<file path="src/inc/gpp_defines.svh">
// Register addresses, field positions, reset values and sizes of the pin port.
`ifndef GPP_DEFINES_SVH
`define GPP_DEFINES_SVH

`define GPP_ADDR_ENABLE 32'h01B0_0000
`define GPP_ADDR_DIRECTION 32'h01B0_0004
`define GPP_ADDR_VALUE 32'h01B0_0008
`define GPP_ADDR_RISE_FLAGS 32'h01B0_0010
`define GPP_ADDR_RISE_MASK 32'h01B0_0014
`define GPP_ADDR_FALL_FLAGS 32'h01B0_0018
`define GPP_ADDR_FALL_MASK 32'h01B0_001C
`define GPP_ADDR_GLOBAL_CTRL 32'h01B0_0020
`define GPP_ADDR_POLARITY 32'h01B0_0024
`define GPP_ADDR_IRQ_STATUS 32'h01B0_0030
`define GPP_ADDR_IRQ_CLEAR 32'h01B0_0034
`define GPP_ADDR_IRQ_ENABLE 32'h01B0_0038

`define GPP_GC_MODE_BIT 0
`define GPP_GC_AND_BIT 1

`define GPP_PIN_COUNT 16
`define GPP_IRQ_BITS 3

`define GPP_ENABLE_RST 32'h0000_0000
`define GPP_DIRECTION_RST 32'h0000_0000
`define GPP_VALUE_RST 32'h0000_0000
`define GPP_MASK_RST 32'h0000_0000
`define GPP_POLARITY_RST 32'h0000_0000

`endif

</file>
<file path="src/inc/gpp_pkg.sv">
// Types shared by the pin port modules.
package gpp_pkg;

  typedef enum logic {
    GPP_MODE_DELTA,
    GPP_MODE_LOGIC
  } gpp_mode_t;

  // Bit 0 is the mode, bit 1 selects AND instead of OR in logic mode.
  typedef struct packed {
    logic logic_and;
    gpp_mode_t mode;
  } gpp_gctrl_t;

  // Bit 0 is the selected pin event, bits 1 and 2 any rise and any fall.
  typedef struct packed {
    logic fall_any;
    logic rise_any;
    logic pin_event;
  } gpp_evt_t;

endpackage

</file>
<file path="src/core/gpp_edge_detect.sv">
// Per-pin rising and falling transition detector on sampled levels.
module gpp_edge_detect #(
  parameter int W = 16
) (
  // Clock and reset.
  input wire logic pclk,
  input wire logic presetn,
  // Levels and the pins allowed to report.
  input wire logic [W-1:0] lvl,
  input wire logic [W-1:0] arm,
  // One-cycle transition pulses.
  output logic [W-1:0] rise,
  output logic [W-1:0] fall
);

  logic [W-1:0] prev_q;

  if (W < 1) begin : g_chk
    $error("gpp_edge_detect needs at least one pin");
  end

  // The history follows disarmed pins too, so arming a pin never reports
  // a stale transition.
  always_ff @(posedge pclk or negedge presetn) begin
    if (!presetn) begin
      prev_q <= '0;
    end else begin
      prev_q <= lvl;
    end
  end

  assign rise = lvl & ~prev_q & arm;
  assign fall = ~lvl & prev_q & arm;

  edge_exclusive_a: assert property (
    @(posedge pclk) disable iff (!presetn) (rise & fall) == '0)
    else $error("rise and fall reported together");

endmodule // gpp_edge_detect

</file>
<file path="src/core/gpp_irq_ctrl.sv">
// Sticky interrupt status with write-one clear, enable and level output.
`include "gpp_defines.svh"

module gpp_irq_ctrl (
  // Clock and reset.
  input wire logic pclk,
  input wire logic presetn,
  // Events from the port.
  input wire gpp_pkg::gpp_evt_t evt,
  // Register writes.
  input wire logic clr_wr,
  input wire logic en_wr,
  input wire logic [`GPP_IRQ_BITS-1:0] wdata,
  // State and interrupt line.
  output logic [`GPP_IRQ_BITS-1:0] status,
  output logic [`GPP_IRQ_BITS-1:0] enable,
  output logic irq
);

  logic [`GPP_IRQ_BITS-1:0] status_q;
  logic [`GPP_IRQ_BITS-1:0] status_d;
  logic [`GPP_IRQ_BITS-1:0] enable_q;
  logic [`GPP_IRQ_BITS-1:0] enable_d;
  logic [`GPP_IRQ_BITS-1:0] clr_bits;
  logic irq_q;

  assign clr_bits = clr_wr ? wdata : '0;
  // A new event wins over a clear in the same cycle.
  assign status_d = (status_q & ~clr_bits) | evt;
  assign enable_d = en_wr ? wdata : enable_q;

  always_ff @(posedge pclk or negedge presetn) begin
    if (!presetn) begin
      status_q <= '0;
      enable_q <= '0;
      irq_q <= 1'h0;
    end else begin
      status_q <= status_d;
      enable_q <= enable_d;
      irq_q <= |(status_d & enable_d);
    end
  end

  assign status = status_q;
  assign enable = enable_q;
  assign irq = irq_q;

  irq_level_a: assert property (
    @(posedge pclk) disable iff (!presetn) irq == |(status_q & enable_q))
    else $error("interrupt line disagrees with enabled status");

  set_wins_a: assert property (
    @(posedge pclk) disable iff (!presetn)
    (evt[0] && clr_wr && wdata[0]) |=> status_q[0])
    else $error("event lost against a clear");

endmodule // gpp_irq_ctrl

</file>
<file path="src/core/gpp_port.sv">
// Sixteen-pin general-purpose port with APB registers, events and interrupt.
`include "gpp_defines.svh"

// Overview of operation
// - The port has sixteen pins, each with its own enable and direction bit.
// - A pin drives an output or reports input events only while its enable bit is 1.
// - On an enabled pin, direction 0 makes it an input and 1 an output.
// - With the enable bit clear, the direction bit has no effect on the pin.
// - An output pin drives the level software wrote into the value register.
// - Reading the value register returns the live level of each input pin.
// - Pin activity raises interrupts and DMA events in selectable modes.
// - After reset every pin is an input, with all direction bits at zero.
module gpp_port #(
  parameter int PINS = `GPP_PIN_COUNT
) (
  // Clock and reset.
  input wire logic pclk,
  input wire logic presetn,
  // APB slave.
  input wire logic psel,
  input wire logic penable,
  input wire logic pwrite,
  input wire logic [31:0] paddr,
  input wire logic [31:0] pwdata,
  output logic [31:0] prdata,
  output logic pready,
  output logic pslverr,
  // General pins.
  input wire logic [PINS-1:0] gp_in,
  output logic [PINS-1:0] gp_out,
  output logic [PINS-1:0] gp_oe,
  // Interrupt and DMA event.
  output logic cpu_irq,
  output logic dma_event
);

  if (PINS < 1 || PINS > `GPP_PIN_COUNT) begin : g_chk
    $error("gpp_port supports one to sixteen pins");
  end

  function automatic logic [31:0] zext(input logic [PINS-1:0] v);
    zext = {{(32-PINS){1'b0}}, v};
  endfunction

  logic [PINS-1:0] en_q;
  logic [PINS-1:0] dir_q;
  logic [PINS-1:0] out_q;
  logic [PINS-1:0] rise_flags_q;
  logic [PINS-1:0] rise_mask_q;
  logic [PINS-1:0] fall_flags_q;
  logic [PINS-1:0] fall_mask_q;
  logic [PINS-1:0] pol_q;
  logic [PINS-1:0] in_q;
  logic [PINS-1:0] oe_q;
  gpp_pkg::gpp_gctrl_t gctrl_q;
  logic logic_q;
  logic dma_q;
  logic [31:0] prdata_q;
  logic pready_q;
  logic pslverr_q;
  logic seen_q;

  // Bus phase and address decode.
  wire setup = psel & ~penable;
  wire access = psel & penable & pready_q;
  wire wr = access & pwrite;
  wire hit_en = paddr == `GPP_ADDR_ENABLE;
  wire hit_dir = paddr == `GPP_ADDR_DIRECTION;
  wire hit_val = paddr == `GPP_ADDR_VALUE;
  wire hit_rf = paddr == `GPP_ADDR_RISE_FLAGS;
  wire hit_rm = paddr == `GPP_ADDR_RISE_MASK;
  wire hit_ff = paddr == `GPP_ADDR_FALL_FLAGS;
  wire hit_fm = paddr == `GPP_ADDR_FALL_MASK;
  wire hit_gc = paddr == `GPP_ADDR_GLOBAL_CTRL;
  wire hit_pol = paddr == `GPP_ADDR_POLARITY;
  wire hit_ist = paddr == `GPP_ADDR_IRQ_STATUS;
  wire hit_icl = paddr == `GPP_ADDR_IRQ_CLEAR;
  wire hit_ien = paddr == `GPP_ADDR_IRQ_ENABLE;
  wire mapped = hit_en | hit_dir | hit_val | hit_rf | hit_rm | hit_ff |
                hit_fm | hit_gc | hit_pol | hit_ist | hit_icl | hit_ien;
  wire [PINS-1:0] wbits = pwdata[PINS-1:0];

  // Pin configuration: a set direction bit only counts on an enabled pin.
  wire [PINS-1:0] out_mask = en_q & dir_q;
  wire [PINS-1:0] in_arm = en_q & ~dir_q;
  wire [PINS-1:0] pin_read = (out_q & out_mask) | (in_q & ~out_mask);

  // Polarity turns each level round before detection.
  wire [PINS-1:0] lvl = in_q ^ pol_q;
  logic [PINS-1:0] rise;
  logic [PINS-1:0] fall;

  gpp_edge_detect #(
    .W(PINS)
  ) u_edge (
    .pclk(pclk),
    .presetn(presetn),
    .lvl(lvl),
    .arm(in_arm),
    .rise(rise),
    .fall(fall)
  );

  // Logic mode combines the masked levels; an event is its rising edge.
  wire logic_or = |(lvl & rise_mask_q & in_arm);
  wire logic_and = &(lvl | ~(rise_mask_q & in_arm));
  wire logic_lvl = gctrl_q.logic_and ? logic_and : logic_or;
  wire delta_evt = |((rise & rise_mask_q) | (fall & fall_mask_q));
  wire logic_evt = logic_lvl & ~logic_q;
  wire pin_event = (gctrl_q.mode == gpp_pkg::GPP_MODE_LOGIC) ?
                   logic_evt : delta_evt;

  gpp_pkg::gpp_evt_t evt;
  assign evt.pin_event = pin_event;
  assign evt.rise_any = |rise;
  assign evt.fall_any = |fall;

  // Flags: a new edge wins over a write-one clear in the same cycle.
  wire [PINS-1:0] rise_clr = (wr & hit_rf) ? wbits : '0;
  wire [PINS-1:0] fall_clr = (wr & hit_ff) ? wbits : '0;
  wire [PINS-1:0] rise_flags_d = (rise_flags_q & ~rise_clr) | rise;
  wire [PINS-1:0] fall_flags_d = (fall_flags_q & ~fall_clr) | fall;

  logic [`GPP_IRQ_BITS-1:0] irq_status;
  logic [`GPP_IRQ_BITS-1:0] irq_enable;

  gpp_irq_ctrl u_irq (
    .pclk(pclk),
    .presetn(presetn),
    .evt(evt),
    .clr_wr(wr & hit_icl),
    .en_wr(wr & hit_ien),
    .wdata(pwdata[`GPP_IRQ_BITS-1:0]),
    .status(irq_status),
    .enable(irq_enable),
    .irq(cpu_irq)
  );

  // Read data selection; the clear register reads as zero.
  logic [31:0] rdata_d;
  always_comb begin
    if (hit_en) begin
      rdata_d = zext(en_q);
    end else if (hit_dir) begin
      rdata_d = zext(dir_q);
    end else if (hit_val) begin
      rdata_d = zext(pin_read);
    end else if (hit_rf) begin
      rdata_d = zext(rise_flags_q);
    end else if (hit_rm) begin
      rdata_d = zext(rise_mask_q);
    end else if (hit_ff) begin
      rdata_d = zext(fall_flags_q);
    end else if (hit_fm) begin
      rdata_d = zext(fall_mask_q);
    end else if (hit_gc) begin
      rdata_d = {30'h0000_0000, gctrl_q};
    end else if (hit_pol) begin
      rdata_d = zext(pol_q);
    end else if (hit_ist) begin
      rdata_d = {29'h0000_0000, irq_status};
    end else if (hit_ien) begin
      rdata_d = {29'h0000_0000, irq_enable};
    end else begin
      rdata_d = 32'h0000_0000;
    end
  end

  // Bus answer: ready in the first access cycle, data taken at setup.
  always_ff @(posedge pclk or negedge presetn) begin
    if (!presetn) begin
      prdata_q <= 32'h0000_0000;
      pready_q <= 1'h0;
      pslverr_q <= 1'h0;
    end else begin
      pready_q <= setup;
      pslverr_q <= setup & ~mapped;
      if (setup) begin
        prdata_q <= rdata_d;
      end
    end
  end

  // Configuration registers.
  always_ff @(posedge pclk or negedge presetn) begin
    if (!presetn) begin
      en_q <= PINS'(`GPP_ENABLE_RST);
      dir_q <= PINS'(`GPP_DIRECTION_RST);
      out_q <= PINS'(`GPP_VALUE_RST);
      rise_mask_q <= PINS'(`GPP_MASK_RST);
      fall_mask_q <= PINS'(`GPP_MASK_RST);
      pol_q <= PINS'(`GPP_POLARITY_RST);
      gctrl_q <= '0;
    end else if (wr) begin
      if (hit_en) en_q <= wbits;
      if (hit_dir) dir_q <= wbits;
      if (hit_val) out_q <= wbits;
      if (hit_rm) rise_mask_q <= wbits;
      if (hit_fm) fall_mask_q <= wbits;
      if (hit_pol) pol_q <= wbits;
      if (hit_gc) gctrl_q <= gpp_pkg::gpp_gctrl_t'(pwdata[1:0]);
    end
  end

  // Pin sampling, flags and event state.
  always_ff @(posedge pclk or negedge presetn) begin
    if (!presetn) begin
      in_q <= '0;
      oe_q <= '0;
      rise_flags_q <= '0;
      fall_flags_q <= '0;
      logic_q <= 1'h0;
      dma_q <= 1'h0;
      seen_q <= 1'h0;
    end else begin
      in_q <= gp_in;
      oe_q <= out_mask;
      rise_flags_q <= rise_flags_d;
      fall_flags_q <= fall_flags_d;
      logic_q <= logic_lvl;
      dma_q <= pin_event;
      seen_q <= 1'h1;
    end
  end

  assign prdata = prdata_q;
  assign pready = pready_q;
  assign pslverr = pslverr_q;
  assign gp_out = out_q;
  assign gp_oe = oe_q;
  assign dma_event = dma_q;

  apb_ready_a: assert property (
    @(posedge pclk) disable iff (!presetn) setup |=> pready)
    else $error("no ready in the first access cycle");

  enable_write_a: assert property (
    @(posedge pclk) disable iff (!presetn)
    (wr && hit_en) |=> en_q == $past(wbits))
    else $error("enable register did not take the write");

  disabled_quiet_a: assert property (
    @(posedge pclk) disable iff (!presetn)
    (rise_flags_q & ~$past(rise_flags_q) & ~$past(in_arm)) == '0)
    else $error("flag set on a pin that is not an enabled input");

  drive_dir_a: assert property (
    @(posedge pclk) disable iff (!presetn)
    ##1 gp_oe == $past(en_q & dir_q))
    else $error("output enable does not follow direction");

  dir_gated_a: assert property (
    @(posedge pclk) disable iff (!presetn)
    (gp_oe & ~$past(en_q)) == '0)
    else $error("disabled pin is driven");

  out_level_a: assert property (
    @(posedge pclk) disable iff (!presetn)
    (wr && hit_val) |=> ##1 gp_out == $past(wbits, 2))
    else $error("pin level does not follow the value write");

  read_level_a: assert property (
    @(posedge pclk) disable iff (!presetn)
    (setup && hit_val) |=> prdata[PINS-1:0] == $past(pin_read))
    else $error("value read does not show the pin levels");

  event_out_a: assert property (
    @(posedge pclk) disable iff (!presetn)
    pin_event |=> dma_event && irq_status[0])
    else $error("pin event not passed on");

  reset_input_a: assert property (
    @(posedge pclk) disable iff (!presetn) !seen_q |-> dir_q == '0)
    else $error("direction not all input after reset");

  flag_latch_a: assert property (
    @(posedge pclk) disable iff (!presetn)
    ((rise | fall) != '0) |=> ((rise_flags_q | fall_flags_q) &
                               $past(rise | fall)) == $past(rise | fall))
    else $error("transition not latched");

  cover_value_write_c: cover property (
    @(posedge pclk) disable iff (!presetn) wr && hit_val);
  cover_logic_event_c: cover property (
    @(posedge pclk) disable iff (!presetn)
    logic_evt && gctrl_q.mode == gpp_pkg::GPP_MODE_LOGIC);
  cover_irq_c: cover property (
    @(posedge pclk) disable iff (!presetn) $rose(cpu_irq));
  cover_slverr_c: cover property (
    @(posedge pclk) disable iff (!presetn) pslverr && access);

endmodule // gpp_port

</file>
<file path="config.mk">
export PLATFORM = sky130hd
export DESIGN_NAME = gpp_port
export DESIGN_NICKNAME = d
export VERILOG_FILES = /design/src/inc/gpp_pkg.sv /design/src/core/gpp_edge_detect.sv /design/src/core/gpp_irq_ctrl.sv /design/src/core/gpp_port.sv
export VERILOG_INCLUDE_DIRS = /design/src /design/src/inc
export SDC_FILE = /design/constraint.sdc
export NUM_CORES = 1
export LEC_CHECK = 0
export BUFFER_PORTS_ARGS = -buffer_cell sky130_fd_sc_hd__clkbuf_2
export CORE_MARGIN = 1
export CORE_UTILIZATION = 52
export DETAILED_ROUTE_END_ITERATION = 12
export PLACE_DENSITY = 0.75
export SYNTH_ARGS = -nofsm -noshare
export SYNTH_HDL_FRONTEND = slang
export SYNTH_SLANG_ARGS = --single-unit
</file>
<file path="constraint.sdc">
create_clock -name pclk -period 2.3 [get_ports pclk]
set_clock_uncertainty 0.05 [all_clocks]
set_input_delay 0.115 -clock pclk [delete_from_list [all_inputs] [get_ports pclk]]
set_output_delay 0.115 -clock pclk [all_outputs]
set_load 0.01 [all_outputs]
</file>
==> key figures, run 1 <==
Timing
  • Worst-margin pin slew: ~900 ps
  • Max Clk Rate: 434.7 MHz
  • Final setup fails: 1
  • Slew HR: 0.3929
  • Tmin final: 2300 ps
  • Final worst slack: -0.3064 ps
  • RSZ-0062 raised after global routing: true
  • Max-slew violations: 0
  • Hold Fails Final Rpt: 0
  • Hold WS: 21.62 ps
  • Crit share post-route: 1.000

Yosys
  • Top cell type's share of synthesized area: 0.5107
  • Synthesized instance count: 898
  • Sequential share of the synthesized area: 0.5107
  • Cell accounting for the most synthesized area: dfrtp_1
  • Commonest cells post-synth: dfrtp_1, mux2_2, nand2_1
  • Yosys warnings: 0
  • Number of synthesized flops with an enable pin: 0
  • Synth async-reset ratio: 1.000
  • Mapped Area: ~10000 um2
  • Synth Register Bits: 205
  • Syn_area_per_cell: between 10 and 15 um2
  • Synth Flop Type: dfrtp_1
  • Count leader, synth: dfrtp_1
  • Synth top area cells: dfrtp_1, mux2_2, nand2_1, a21o_1, a21oi_1
  • Synth unique cells: 70

Power
  • Total chip power: between 0.007 and 0.008 W
  • Worst vdd ir: 0.0005389 V
  • Pwr Density: 583.3 nW/um2
  • P_leak: 6.765 nW

Drt
  • Vias per cell: 6.081
  • Drt pass-1 iters: 8
  • Initial DRC count: 945
  • Wire per inst: about 22 um
  • Vias: 8836
  • Post-Route WL: 31390 um
  • DRC: 0
  • DRT antenna net count: 0

Floorplanning
  • Initial Util: 0.5334
  • Die Ht: around 140 um
  • Full die area: 19880 um2
  • Area of the core: roughly 19000 um2
  • Die Wd: roughly 140 um
  • Row count: 50
  • IO Pins: 153

Clock tree
  • CTS buffer count: 23
  • Root Driver: clkbuf_16
  • CTS tree: built
  • CTS Buffer Depth: 3
  • Clock Pin Slew Worst Setup and Hold Paths: 60 ps
  • CTS H-tree depth: 1
  • Clock Sinks: 205
  • Worst-Skew Late Latency: between 500 and 600 ps

Layout
  • Filler cells: 1335
  • Fraction of final layout cells sized beyond drive strength 1: 0.3716
  • Layout net count: about 1300
  • Area Overhead vs Synth: 32.11%
  • Non-Filler Instances: 1453

Status
  • Violated checks: setup timing
  • Status: complete, but fails checks

Place
  • Gpl congestion: 0.9935
  • DP HPWL: 22190 um
  • Dpl cells: 1373
  • # port buffers: 120
  • Post-Place Worst Slack: -357.9 ps

Setup path
  • CP endpoint kind: flop
  • CP Max Fanout: 5
  • Critical Path RT: 2650 ps
  • Crit Path Category: flop to flop
  • CP Launch Type: flop
  • Arr. time, crit path: 2650 ps

GRT
  • All-Layer GR Usage: 0.3248
  • Initial antenna violation count: 1
  • First-pass GRT wire length: a little under 50000 um
  • Pin count of the biggest net entering global routing: 75
  • Vias in the first global route: approximately 8900
  • GR Overflow Total: 0

Flow run
  • MaxCap Viol Count: 0

Min path
  • Hold WC Path Type: primary input to flop
-- metrics by stage --
step | utilization | area, um2 | setup TNS, ps
after floorplan | - | 10100 | 0
after global placement | 0.6309 | 11880 | -236.2
after detailed placement | 0.6309 | 11880 | -1176
after CTS | 0.6971 | 13130 | 0
after global routing | 0.7046 | 13270 | -107.6
final | 0.7047 | 13270 | -0.3064
-- kinds of logic after synthesis --
kind of cell    share of synthesized area
other cells                     0.0003733
mux                                0.1313
simple gates                       0.1594
xor+xnor                          0.01395
flops                              0.5107
compound gates                     0.1469
buf+inv                           0.03737
-- sequential cells by signal, indices dropped and copies added (netlist names), 2 cells and up --
signal and flops:
dir_q 16, en_q 16, fall_flags_q 16, fall_mask_q 16
gctrl_q 2, gp_oe 16, gp_out 16, in_q 16
pol_q 16, prdata 16, rise_flags_q 16, rise_mask_q 16
u_edge.prev_q 16, u_irq.enable 3, u_irq.status 3
-- timing repair --
action                     in CTS  in global routing
resized for setup              29                 16
pin swaps                       8                 14
setup buffers                   2                  4
setup endpoints to repair       3                  2
hold buffers                   33                  0
hold endpoints to repair      340                  0
-- path summary, 6_finish.rpt --
path,startpoint,slack (ps),cells after the start,endpoint
hold / removal,paddr[6],20,4,pslverr$_DFF_PN0_
setup reg to reg,pol_q[6]$_DFFE_PN0P_,-0.3,8,u_irq.irq$_DFF_PN0_
max in group asynchronous,presetn,1340,3,gp_out[11]$_DFFE_PN0P_
hold reg to reg,fall_flags_q[12]$_DFF_PN0_,420,1,fall_flags_q[12]$_DFF_PN0_
min in group asynchronous,presetn,60,2,gp_out[2]$_DFFE_PN0P_
setup / recovery,pol_q[6]$_DFFE_PN0P_,-0.3,8,u_irq.irq$_DFF_PN0_
-- area by class of cell --
type | count | area (um2) | area share
Multi-Input combinational cell | 635 | 4858 | 0.3661
Antenna cell | 1 | 2.502 | 0.0001886
Clock buffer | 32 | 669.4 | 0.05044
Inverter | 21 | 78.83 | 0.005940
Sequential cell | 205 | 5131 | 0.3867
Timing Repair Buffer | 291 | 2126 | 0.1602
Clock inverter | 8 | 78.83 | 0.005940
Tap cell | 260 | 325.3 | 0.02451
-- layer usage --
layer / vias up / part of all wire / GRT usage
li1: 3914 / - / -
met1: 4391 / 0.41 / 0.4415
met2: 440 / 0.47 / 0.5229
met3: 91 / 0.084 / 0.05876
met4: 0 / 0.035 / 0.1196
met5: - / 0 / 0
-- worst max-delay path: stages (launching register included) --
cell       delay, ps
dfrtp_1          400
xnor2_2          180
buf_4            160
and4_1           210
a2111oi_2        310
and4_1           250
a41o_1           210
nand3_2          110
a221o_1          300
-- power breakdown --
group,internal [W],switching (W),leakage [nW],total (W)
Sequential,0.00364,0.0000354,2.77,0.00368
Clock,0.00214,0.00148,0.369,0.00363
Combinational,0.000174,0.000262,3.63,0.000436
-- layout by cell type (no fill, tap or decap), drive strengths merged, types with 11 or more instances in the layout --
master	instances
conb	16
dfrtp	205
xnor2	14
nor3	23
mux2	102
mux2i	17
nand3b	16
nand2	82
a21oi	43
a221o	14
nor2b	11
inv	23
o21ai	34
a21o	30
clkbuf	152
nor2	33
and4	11
nor4	16
o22ai	26
and2	16
dlygate4sd3	33
nand3	15
o31ai	12
buf	138
a221oi	13
Note: power is estimated with default switching activity, not from simulation.
==> run 2, diff against run 1 <==
- ABC_AREA: not set -> 1
==> run 2 against run 1 <==
- critical path depth up 3
- combinational power down 21%
- first-iteration DRC count down 21%
- the flow now finishes without violations
- critical endpoint unchanged
- worst setup slack better by 170 ps
==> key figures, run 2 <==
Layout
  • Layout net count: between 1500 and 2000
  • Commonest non-fill, non-tap cell in the layout: nand2_1
  • Fraction of final layout cells sized beyond drive strength 1: 0.1501
  • Most frequent cells in the layout: nand2_1, dfrtp_1, inv_1, clkbuf_2, nor2_1
  • Final core utilization: 0.6389
  • Number of diodes: 0
  • Area Overhead vs Synth: 20.29%

Power
  • Pwr Density: around 650 nW/um2
  • Total chip power: slightly below 0.008 W
  • P_leak: between 5 and 6 nW
  • Worst vdd ir: approximately 0.00047 V

Drt
  • Initial DRC count: 745
  • DRC: 0
  • Drt pass-1 iters: 5
  • Post-Route WL: 26520 um
  • Vias per cell: roughly 5.2
  • Vias: 8815
  • Wire per inst: 15.73 um
  • DRT antenna net count: 0

Timing
  • Max-slew violations: 0
  • Crit share post-route: 0.9267
  • Tmin final: 2131 ps
  • Sum of negative setup slack: 0 ps
  • Hold WS: roughly 38 ps
  • Final setup fails: 0
  • Hold Fails Final Rpt: 0
  • Worst-margin pin slew: 700.6 ps
  • RSZ-0062 raised after global routing: false
  • Slew HR: 0.5324
  • Max Clk Rate: ~470 MHz

Setup path
  • Worst r2r path cells: 11
  • Reg2reg start: pol_q[11]$_DFFE_PN0P_
  • CP Launch Point: pol_q[11]$_DFFE_PN0P_
  • Arr. time, crit path: 2470 ps
  • FF-to-FF setup slack: 170 ps
  • RR Endpoint: u_irq.irq$_DFF_PN0_
  • CP endpoint kind: flop
  • Crit Path Category: flop to flop
  • Critical Path RT: 2640 ps
  • CP Max Fanout: 3
  • CP Launch Type: flop

Min path
  • Hold WC Path Type: primary input to flop
  • Worst Hold End: dir_q[1]$_DFFE_PN0P_
  • WHS Path Cells: 3
  • Worst hold start: pwdata[1]

Yosys
  • Cell accounting for the most synthesized area: dfrtp_1
  • Sequential share of the synthesized area: 0.5163
  • Count leader, synth: nand2_1
  • Yosys warnings: 0
  • Commonest cells post-synth: nand2_1, dfrtp_1, inv_1
  • Synth top area cells: dfrtp_1, nand2_1, inv_1, nor2_1, o21ai_0
  • Syn_area_per_cell: 7.854 um2
  • Synth async-reset ratio: 1.000
  • Synth Register Bits: a little over 200
  • Synthesized instance count: 1265
  • Synth unique cells: 35
  • Synth Flop Type: dfrtp_1
  • Mapped Area: 9936 um2
  • Number of synthesized flops with an enable pin: 0
  • Top cell type's share of synthesized area: 0.5163

Floorplanning
  • Initial Util: 0.5312
  • Die Ht: 140.2 um
  • Row count: 50
  • IO Pins: between 150 and 200
  • Die Wd: 140.2 um
  • Area of the core: 18710 um2
  • Full die area: approximately 20000 um2

GRT
  • GR Overflow Total: 0
  • Pin count of the biggest net entering global routing: 65
  • All-Layer GR Usage: 0.2803
  • First-pass GRT wire length: 43010 um
  • Initial antenna violation count: 0
  • Vias in the first global route: 8441

Clock tree
  • Root Driver: clkbuf_16
  • CTS Buffer Depth: 3
  • CTS tree: built
  • CTS buffer count: 23
  • Clock Pin Slew Worst Setup and Hold Paths: 60 ps
  • Clock Sinks: 205
  • Worst-Skew Late Latency: between 500 and 600 ps
  • Post_cts resized: 0
  • CTS H-tree depth: 1

Place
  • # port buffers: 120
  • DP HPWL: 18540 um
  • Gpl congestion: ~0.95

Flow run
  • MaxCap Viol Count: 0

Status
  • Status: complete, no violations
[run 2: cells by family after synthesis]
| group | synth area share |
|---|---|
| other | 0.0003774 |
| buffers and inverters | 0.09432 |
| AOI/OAI and AO/OA | 0.08991 |
| and+or+nand+nor | 0.2832 |
| DFF | 0.5163 |
| xor gates and xnor gates | 0.01587 |
[run 2: worst max path at each step]
stage,endpoint,slack [ps],depth (start not counted)
2_1_floorplan,u_irq.irq$_DFF_PN0_,710,12
3_3_place_gp,prdata[12]$_DFFE_PN0P_,220,13
3_5_place_dp,en_q[2]$_DFFE_PN0P_,170,11
4_1_cts,u_irq.irq$_DFF_PN0_,200,11
5_1_grt,u_irq.irq$_DFF_PN0_,50,12
6_report,u_irq.irq$_DFF_PN0_,170,11
[run 2: per-layer routing]
layer | up-vias | GRT usage | share of wire | routed length (um)
met5 | - | 0 | 0 | 0
met4 | 0 | 0.08271 | 0.020 | 518
met3 | 42 | 0.05094 | 0.076 | 2013
met2 | 349 | 0.4574 | 0.46 | 12250
met1 | 4078 | 0.3834 | 0.44 | 11740
li1 | 4346 | - | - | -
[run 2: layout make-up]
cell class                      instances  area [um2]
Tap cell                              234       292.8
Timing Repair Buffer                  184        1217
Inverter                              161       606.8
Sequential cell                       205        5130
Fill cell                            1577        6754
Clock buffer                           35       670.6
Clock inverter                          6       108.9
Multi-Input combinational cell        861        3925
[run 2: repair_timing]
action,in CTS,in global routing
endpoints found under the hold margin,187,0
setup buffers,0,0
hold buffers,31,0
[run 2: per-stage QoR]
stage | worst slack, ps | std cells | cell area, um2
after global routing | 45.53 | 1686 | 11950
after floorplan | 709.5 | 1280 | 9992
after global placement | 215.9 | 1614 | 10860
final | 168.6 | 1686 | 11950
after detailed placement | 170.5 | 1614 | 10860
after CTS | 202.3 | 1686 | 11950
[run 2: critical path, stage by stage (launching register included)]
cell and delay (ps):
dfrtp_1 410, xnor2_1 320, inv_1 140, nand2_1 120, nand4_1 110, nor2_1 100
nor3b_1 380, nand2_1 140, nand2_1 90, nand2_1 50, inv_1 40, nand2_1 40
[run 2: power breakdown]
part | switching, W | leakage [nW] | internal, W
Clock | 0.00142 | 0.382 | 0.00234
Combinational | 0.000220 | 2.98 | 0.000123
Sequential | 0.0000245 | 2.61 | 0.00364
